--- config.mk ---
export PLATFORM = sky130hd
export DESIGN_NAME = rmis_top
export DESIGN_NICKNAME = d
export VERILOG_FILES = /design/src/verilog/rmis_pkg.sv /design/src/verilog/rmis_sel_if.sv /design/src/verilog/rmis_input_mux.sv /design/src/verilog/rmis_top.sv
export SDC_FILE = /design/constraint.sdc
export NUM_CORES = 1
export LEC_CHECK = 0
export BUFFER_PORTS_ARGS = -buffer_cell sky130_fd_sc_hd__buf_2
export CAP_MARGIN = 20
export CELL_PAD_IN_SITES_DETAIL_PLACEMENT = 2
export CELL_PAD_IN_SITES_GLOBAL_PLACEMENT = 2
export CORE_UTILIZATION = 31
export DETAILED_ROUTE_END_ITERATION = 16
export PLACE_DENSITY = 0.89
export SYNTH_ARGS = -nofsm -noshare
export SYNTH_HDL_FRONTEND = slang
export SYNTH_SLANG_ARGS = --single-unit
--- constraint.sdc ---
create_clock -name clk_i -period 2.8 [get_ports clk_i]
set_input_delay 0.28 -clock clk_i [delete_from_list [all_inputs] [get_ports clk_i]]
set_output_delay 0.28 -clock clk_i [all_outputs]
set_load 0.01 [all_outputs]
--- src/verilog/rmis_pkg.sv ---
// rmis_pkg: constants for the remappable input select block.
// assumes a 32-bit classic wishbone slave, byte addresses.
package rmis_pkg;
  // ----------------------------------------
  // pins and selector encoding
  // ----------------------------------------
  localparam int          RMIS_NUM_PINS  = 26;
  localparam int          RMIS_SEL_W     = 5;
  localparam logic [4:0]  RMIS_SEL_GND   = 5'h1f;
  localparam logic [4:0]  RMIS_SEL_MAX   = 5'h19;
  // ----------------------------------------
  // register map (byte offsets)
  // ----------------------------------------
  localparam logic [7:0]  RMIS_OFS_UART_IN  = 8'h00;
  localparam logic [7:0]  RMIS_OFS_DIR      = 8'h04;
  localparam logic [7:0]  RMIS_OFS_OUT_MAP  = 8'h08;
  localparam logic [7:0]  RMIS_OFS_LOCK     = 8'h0c;
  localparam logic [7:0]  RMIS_OFS_KEY      = 8'h10;
  localparam logic [7:0]  RMIS_OFS_PINS     = 8'h14;
  // ----------------------------------------
  // fields and reset values
  // ----------------------------------------
  localparam int          RMIS_RX_LSB    = 0;
  localparam int          RMIS_CTS_LSB   = 8;
  localparam logic [15:0] RMIS_UART_IN_RST = 16'h1f1f;
  localparam logic [25:0] RMIS_DIR_RST   = 26'h3ffffff;
  localparam logic [4:0]  RMIS_OUT_MAP_RST = 5'h1f;
  localparam logic        RMIS_LOCK_RST  = 1'b0;
  // unlock keys, values arbitrary
  localparam logic [7:0]  RMIS_KEY_FIRST  = 8'h46;
  localparam logic [7:0]  RMIS_KEY_SECOND = 8'h57;
  // ----------------------------------------
  // unlock sequencer states
  // ----------------------------------------
  typedef enum logic [2:0] {
    RMIS_KEY_IDLE  = 3'b001,
    RMIS_KEY_HALF  = 3'b010,
    RMIS_KEY_ARMED = 3'b100
  } rmis_key_state_t;
endpackage : rmis_pkg

--- src/verilog/rmis_sel_if.sv ---
// rmis_sel_if: one selector path between the register file and a mux.
// assumes both ends share clk_i.
`timescale 1ns/1ps
`default_nettype none
interface rmis_sel_if;
  logic [25:0] pins;
  logic [25:0] dir;
  logic [4:0]  sel;
  logic        routed;
  modport mux  (input pins, input dir, input sel, output routed);
  modport regs (output pins, output dir, output sel, input routed);
endinterface : rmis_sel_if
`default_nettype wire

--- src/verilog/rmis_input_mux.sv ---
// rmis_input_mux: picks one remappable pin for one peripheral input.
// assumes pins are synchronous to clk_i.
`timescale 1ns/1ps
`default_nettype none
module rmis_input_mux
  import rmis_pkg::*;
(
  input  wire logic  clk_i,
  input  wire logic  rst_i,
  rmis_sel_if.mux    path
);
  logic routed;
  logic next_routed;

  // ----------------------------------------
  // selection
  // ----------------------------------------
  always_comb
  begin
    next_routed = 1'b0;
    // codes past the last pin ground the input too
    if (path.sel <= RMIS_SEL_MAX)
    begin
      // pin set as output gives nothing to the peripheral
      next_routed = path.pins[path.sel] & path.dir[path.sel];
    end
  end

  always_ff @(posedge clk_i)
  begin
    if (rst_i)
      routed <= 1'b0;
    else
      routed <= next_routed;
  end

  assign path.routed = routed;
endmodule // rmis_input_mux
`default_nettype wire

--- src/verilog/rmis_top.sv ---
// rmis_top: remappable input select with wishbone register access.
// assumes classic wishbone master on clk_i, synchronous active-high reset.
// pin levels must already be synchronous to clk_i; no metastability guard here.
//
// Operation
// - Up to 26 remappable pins take part in remapping.
// - Input mapping and output mapping use separate independent registers.
// - Each peripheral input has a 5-bit selector; value n picks pin n.
// - Only selector values matching existing pins route a pin.
// - Hardware lock blocks spurious mapping changes once established.
// - Mapping changes by register writes at run time.
// - Direction bit one means input; all pins inputs after reset.
//
// The register addresses and register access over Wishbone were left to the implementer.
`timescale 1ns/1ps
`default_nettype none
module rmis_top
  import rmis_pkg::*;
(
  input  wire logic        clk_i,
  input  wire logic        rst_i,
  // wishbone classic slave
  input  wire logic        cyc_i,
  input  wire logic        stb_i,
  input  wire logic        we_i,
  input  wire logic [7:0]  adr_i,
  input  wire logic [3:0]  sel_i,
  input  wire logic [31:0] dat_i,
  output var  logic [31:0] dat_o,
  output var  logic        ack_o,
  // remappable pins
  input  wire logic [25:0] remappable_pin_n_i,
  output var  logic [25:0] remappable_pin_n_o,
  output var  logic [25:0] remappable_pin_n_oe_o,
  // peripheral side
  input  wire logic        uart_transmit_out_i,
  output logic             uart_clear_to_send_in_o,
  output logic             uart_receive_in_o,
  output var  logic        map_locked_o
);
  // ----------------------------------------
  // state
  // ----------------------------------------
  logic [4:0]      cts_input_selector;
  logic [4:0]      rx_input_selector;
  logic [25:0]     port_direction_register;
  logic [4:0]      tx_output_selector;
  logic            map_locked;
  rmis_key_state_t key_state;
  logic [31:0]     rd_data;
  logic            ack;

  logic [4:0]      next_cts_input_selector;
  logic [4:0]      next_rx_input_selector;
  logic [25:0]     next_port_direction_register;
  logic [4:0]      next_tx_output_selector;
  logic            next_map_locked;
  rmis_key_state_t next_key_state;
  logic [31:0]     next_rd_data;
  logic            next_ack;

  logic [25:0]     next_pin_out;
  logic [25:0]     next_pin_oe;
  logic [25:0]     pin_out;
  logic [25:0]     pin_oe;

  logic            req;
  logic            wr;
  logic            rd;
  logic [7:0]      ofs;

  // ----------------------------------------
  // bus decode
  // ----------------------------------------
  // answer one cycle after the request; ack drops the next cycle
  assign req = cyc_i & stb_i & ~ack;
  assign wr  = req & we_i;
  assign rd  = req & ~we_i;
  assign ofs = {adr_i[7:2], 2'b00};

  // ----------------------------------------
  // register file and unlock sequencer
  // ----------------------------------------
  always_comb
  begin
    next_cts_input_selector      = cts_input_selector;
    next_rx_input_selector       = rx_input_selector;
    next_port_direction_register = port_direction_register;
    next_tx_output_selector      = tx_output_selector;
    next_map_locked              = map_locked;
    next_key_state               = key_state;

    if (wr)
    begin
      // any write other than the expected key or the first key breaks the sequence
      next_key_state = RMIS_KEY_IDLE;
      case (ofs)
        RMIS_OFS_UART_IN:
        begin
          // locked map ignores writes so stray code cannot reroute
          if (!map_locked)
          begin
            if (sel_i[0])
              next_rx_input_selector = dat_i[RMIS_RX_LSB +: RMIS_SEL_W];
            if (sel_i[1])
              next_cts_input_selector = dat_i[RMIS_CTS_LSB +: RMIS_SEL_W];
          end
        end
        RMIS_OFS_DIR:
        begin
          if (sel_i[0])
            next_port_direction_register[7:0] = dat_i[7:0];
          if (sel_i[1])
            next_port_direction_register[15:8] = dat_i[15:8];
          if (sel_i[2])
            next_port_direction_register[23:16] = dat_i[23:16];
          if (sel_i[3])
            next_port_direction_register[25:24] = dat_i[25:24];
        end
        RMIS_OFS_OUT_MAP:
        begin
          if (!map_locked && sel_i[0])
            next_tx_output_selector = dat_i[4:0];
        end
        RMIS_OFS_LOCK:
        begin
          // locking needs no key; only the way back out is guarded
          if (sel_i[0])
          begin
            if (dat_i[0])
              next_map_locked = 1'b1;
            else if (key_state == RMIS_KEY_ARMED)
              next_map_locked = 1'b0;
          end
        end
        RMIS_OFS_KEY:
        begin
          if (sel_i[0])
          begin
            case (key_state)
              RMIS_KEY_IDLE:
              begin
                if (dat_i[7:0] == RMIS_KEY_FIRST)
                  next_key_state = RMIS_KEY_HALF;
              end
              RMIS_KEY_HALF:
              begin
                if (dat_i[7:0] == RMIS_KEY_SECOND)
                  next_key_state = RMIS_KEY_ARMED;
                else if (dat_i[7:0] == RMIS_KEY_FIRST)
                  next_key_state = RMIS_KEY_HALF;
              end
              RMIS_KEY_ARMED:
              begin
                if (dat_i[7:0] == RMIS_KEY_FIRST)
                  next_key_state = RMIS_KEY_HALF;
              end
              default:
              begin
                next_key_state = RMIS_KEY_IDLE;
              end
            endcase
          end
        end
        default:
        begin
          // unmapped: acknowledged, nothing stored
          next_key_state = RMIS_KEY_IDLE;
        end
      endcase
    end
  end

  always_ff @(posedge clk_i)
  begin
    if (rst_i)
    begin
      cts_input_selector      <= RMIS_SEL_GND;
      rx_input_selector       <= RMIS_SEL_GND;
      port_direction_register <= RMIS_DIR_RST;
      tx_output_selector      <= RMIS_OUT_MAP_RST;
      map_locked              <= RMIS_LOCK_RST;
      key_state               <= RMIS_KEY_IDLE;
    end
    else
    begin
      cts_input_selector      <= next_cts_input_selector;
      rx_input_selector       <= next_rx_input_selector;
      port_direction_register <= next_port_direction_register;
      tx_output_selector      <= next_tx_output_selector;
      map_locked              <= next_map_locked;
      key_state               <= next_key_state;
    end
  end

  // ----------------------------------------
  // read data and acknowledge
  // ----------------------------------------
  // reads only look, so they never disturb key arming
  always_comb
  begin
    next_ack     = req;
    next_rd_data = 32'h0000_0000;
    if (rd)
    begin
      case (ofs)
        RMIS_OFS_UART_IN:
          next_rd_data = {19'h0, cts_input_selector, 3'h0, rx_input_selector};
        RMIS_OFS_DIR:
          next_rd_data = {6'h00, port_direction_register};
        RMIS_OFS_OUT_MAP:
          next_rd_data = {27'h0, tx_output_selector};
        RMIS_OFS_LOCK:
          next_rd_data = {30'h0, key_state == RMIS_KEY_ARMED, map_locked};
        RMIS_OFS_KEY:
          next_rd_data = 32'h0000_0000;
        RMIS_OFS_PINS:
          next_rd_data = {6'h00, remappable_pin_n_i};
        default:
          next_rd_data = 32'h0000_0000;
      endcase
    end
  end

  always_ff @(posedge clk_i)
  begin
    if (rst_i)
    begin
      ack     <= 1'b0;
      rd_data <= 32'h0000_0000;
    end
    else
    begin
      ack     <= next_ack;
      rd_data <= next_rd_data;
    end
  end

  assign ack_o        = ack;
  assign dat_o        = rd_data;
  assign map_locked_o = map_locked;

  // ----------------------------------------
  // output mapping
  // ----------------------------------------
  // independent of the input selectors, so tx and rx may sit anywhere
  always_comb
  begin
    next_pin_out = 26'h0000000;
    next_pin_oe  = ~port_direction_register;
    if (tx_output_selector <= RMIS_SEL_MAX)
      next_pin_out[tx_output_selector] = uart_transmit_out_i;
  end

  // drivers stay off through reset so every pin floats as an input
  always_ff @(posedge clk_i)
  begin
    if (rst_i)
    begin
      pin_out <= 26'h0000000;
      pin_oe  <= 26'h0000000;
    end
    else
    begin
      pin_out <= next_pin_out;
      pin_oe  <= next_pin_oe;
    end
  end

  assign remappable_pin_n_o    = pin_out;
  assign remappable_pin_n_oe_o = pin_oe;

  // ----------------------------------------
  // input mapping
  // ----------------------------------------
  // each mux adds one flop: a pin reaches its peripheral one cycle later
  rmis_sel_if cts_path ();
  rmis_sel_if rx_path ();

  assign cts_path.pins = remappable_pin_n_i;
  assign cts_path.dir  = port_direction_register;
  assign cts_path.sel  = cts_input_selector;
  assign rx_path.pins  = remappable_pin_n_i;
  assign rx_path.dir   = port_direction_register;
  assign rx_path.sel   = rx_input_selector;

  rmis_input_mux u_cts_mux (
    .clk_i (clk_i),
    .rst_i (rst_i),
    .path  (cts_path)
  );

  rmis_input_mux u_rx_mux (
    .clk_i (clk_i),
    .rst_i (rst_i),
    .path  (rx_path)
  );

  assign uart_clear_to_send_in_o = cts_path.routed;
  assign uart_receive_in_o       = rx_path.routed;
endmodule // rmis_top
`default_nettype wire
==> impl_results.md <==
- 1st-pass router iterations: 5
- Endpoints failing setup: 0
- Via-per-instance ratio: between 5 and 6
- Max Root-Sink Buffers: 2
- Vias in the first global route: 5387
- Area of the multi-input gates: roughly 2100 um2
- RSZ-0062 raised after global routing: false
- H-tree depth: 4
- Max IR drop VDD: around 410 uV
- Setup TNS Final: 0 ns
- # IOs: about 160
- Post-DRT Antenna Nets: 0
- Clk_lat worst skew: 0.43 ns
- Die width: 127 um
- Pins Over Slew Limit: 0
- Largest net degree at the start of global routing: 36
- Average size of a mapped cell: just under 9 um2
- Primary FF master, synth: dfxtp_1
- Drt drc: 0
- Core area: between 15000 and 20000 um2
- Post-CTS Setup Bufs: 0
- Wire length per cell: around 22 um
- Post-cts repair resize count: 0
- Crit path DAT: between 2 and 2.5 ns
- Max-Slew Margin vs Limit: between 40 and 50%
- Rows: 45
- Die Height: 127 um
- CTS tree: yes
- Global-route wire length before repair: approximately 31000 um
- PortBufs: 149
- Initial antenna violation count: 2
- Power per cell area: between 700 and 800 nW/um2
- Yosys cell types: 45
- Layout fillers: between 1500 and 2000
- Area Overhead vs Synth: 32.7%
- Critical Path Fanout Max: 5
- Routed WL: 20000 um
- Yosys top cell by area: dfxtp_1
- Tightest Pin Transition: around 0.89 ns
- Iteration-0 DRC Markers: 477
- Hold buffers post-CTS: 0
- Async SR Flop Fraction: 0%
- CP startpoint kind: register
- Share of cells above drive strength 1: between 20% and 30%
- Initial Util: 31.8%
- All-Layer GR Usage: about a quarter
- Seq/Total Area, Yosys: 52.2%
- Post-synth EDFFs: 0
- Crit. End Element: register
- Final nets: 772
- LEAKAGE: ~3 nW
- Final Hold Fails: 0
- Grt ovf: 0
- #FFs+latches synth: between 100 and 150
- Status: completed
- Die Area: ~16000 um2
- Most common cell in the netlist: dfxtp_1
- CTS root buf: clkbuf_16
- Post-synth top cells: 126 x dfxtp_1, 89 x nor2_1, 84 x nand2_1
- Final RePlAce weighted congestion: 0.840
- Top-area cell type share of the netlist area: a little over half
- Mapped Cells: around 560
- Maxcap violations: 0
- Hold Path Class: input pin to register
- WS Path Type: register to register
- Final worst setup slack: between 0.7 and 0.8 ns
- Worst Path Required: between 3 and 4 ns
- Post-route clock period utilization: between 70% and 80%
- Tmin final: around 2.1 ns
- Fmax: around 480 MHz
- CTS buffer count: 17
- Synth top area cells: dfxtp_1 52%, nand3_1 7.7%, nor2_1 6.9%
- Vias post-DR: between 5000 and 6000
- Clock Sinks: approximately 130
- Pre-CTS setup slack: ~0.52 ns
- Reg clk slew, reported paths: 0.06 ns
- Synth Warn #: 0
- Mapped Area: 4830 um2
- Hpwl dp: roughly 13000 um
- Clock Skew: around 0.01 ns
- Seq. cell area: approximately 2500 um2
-- layer usage --
layer	up-vias	track usage, %	wire [um]
met5	-	0	0
met4	0	10.4	570
met3	53	5.48	1060
met2	226	44.7	10300
met1	2507	29.5	8020
li1	2231	-	-
-- layout make-up --
cell class                      count  area share (%)
Tap cell                          188            3.67
Antenna cell                        2          0.0781
Clock buffer                       18            6.70
Inverter                            7           0.410
Multi-Input combinational cell    386            33.2
Clock inverter                     13            3.71
Sequential cell                   126            39.4
Timing Repair Buffer              158            12.9
-- worst max-delay path, cell delays in order (launching register included) --
cell and delay [ns]:
dfxtp_1 0.32, and4b_1 0.38, nand2_1 0.18, or4_1 0.67, mux2i_1 0.30, nand2_1 0.10
-- logic make-up (layout without fill, tap and decap cells) --
group | count (synthesis) | after routing | share of synthesized area, %
buffers and inverters | 50 | 196 | 4.43
and+or+nand+nor | 286 | 286 | 26.9
DFF | 126 | 126 | 52.2
other | 1 | 8 | 0.0776
muxes | 20 | 20 | 4.97
AOI/OAI and AO/OA | 74 | 74 | 11.3
-- cell usage in the layout (no fill, tap or decap), drive strengths merged, types with 5 or more instances in the layout --
| cell | instances |
|---|---|
| o21ai | 9 |
| nand2 | 84 |
| nand3 | 74 |
| a21oi | 9 |
| a222oi | 9 |
| clkbuf | 18 |
| conb | 6 |
| o211ai | 11 |
| a22oi | 17 |
| bufinv | 6 |
| nor3 | 8 |
| nand4 | 6 |
| mux2i | 15 |
| buf | 158 |
| dfxtp | 126 |
| nor2 | 89 |
| o2111ai | 9 |
| inv | 9 |
| clkinv | 5 |
-- power breakdown --
group          switching [W]  total (W)  internal [W]
combinational       0.000115   0.000183     0.0000683
sequential        0.00000176    0.00180       0.00179
clock               0.000853    0.00253       0.00167
total               0.000970    0.00451       0.00354
-- path summary, 6_finish.rpt --
check / slack (ns) / to / cells past startpoint / startpoint
max: 0.72 / tx_output_selector[4] / 5 / ack_o
min: 0.1 / cts_path.dir[20] / 3 / dat_i[20]
max reg2reg: 0.72 / tx_output_selector[4] / 5 / ack_o
min reg2reg: 0.48 / remappable_pin_n_oe_o[10] / 1 / cts_path.dir[10]
-- through the flow --
step	hold WS, ns	total power, W	util (%)	instance area (um2)	cells
after floorplan	0.405	0.00192	-	4850	562
after global placement	0.462	0.00200	37.7	5740	865
after detailed placement	0.465	0.00201	37.7	5740	865
after CTS	0.0835	0.00453	42.1	6400	896
after global routing	0.103	0.00463	42.1	6410	898
final	0.0962	0.00451	42.1	6410	898
-- registers in the layout, summed over array words and instances (netlist names) --
signal / flops
remappable_pin_n_o: 26
u_rx_mux.path.routed: 1
tx_output_selector: 5
cts_input_selector: 5
remappable_pin_n_oe_o: 26
cts_path.dir: 26
key_state: 3
map_locked_o: 1
ack_o: 1
dat_o: 26
rx_input_selector: 5
u_cts_mux.path.routed: 1
Note: power is estimated with default switching activity, not from simulation.
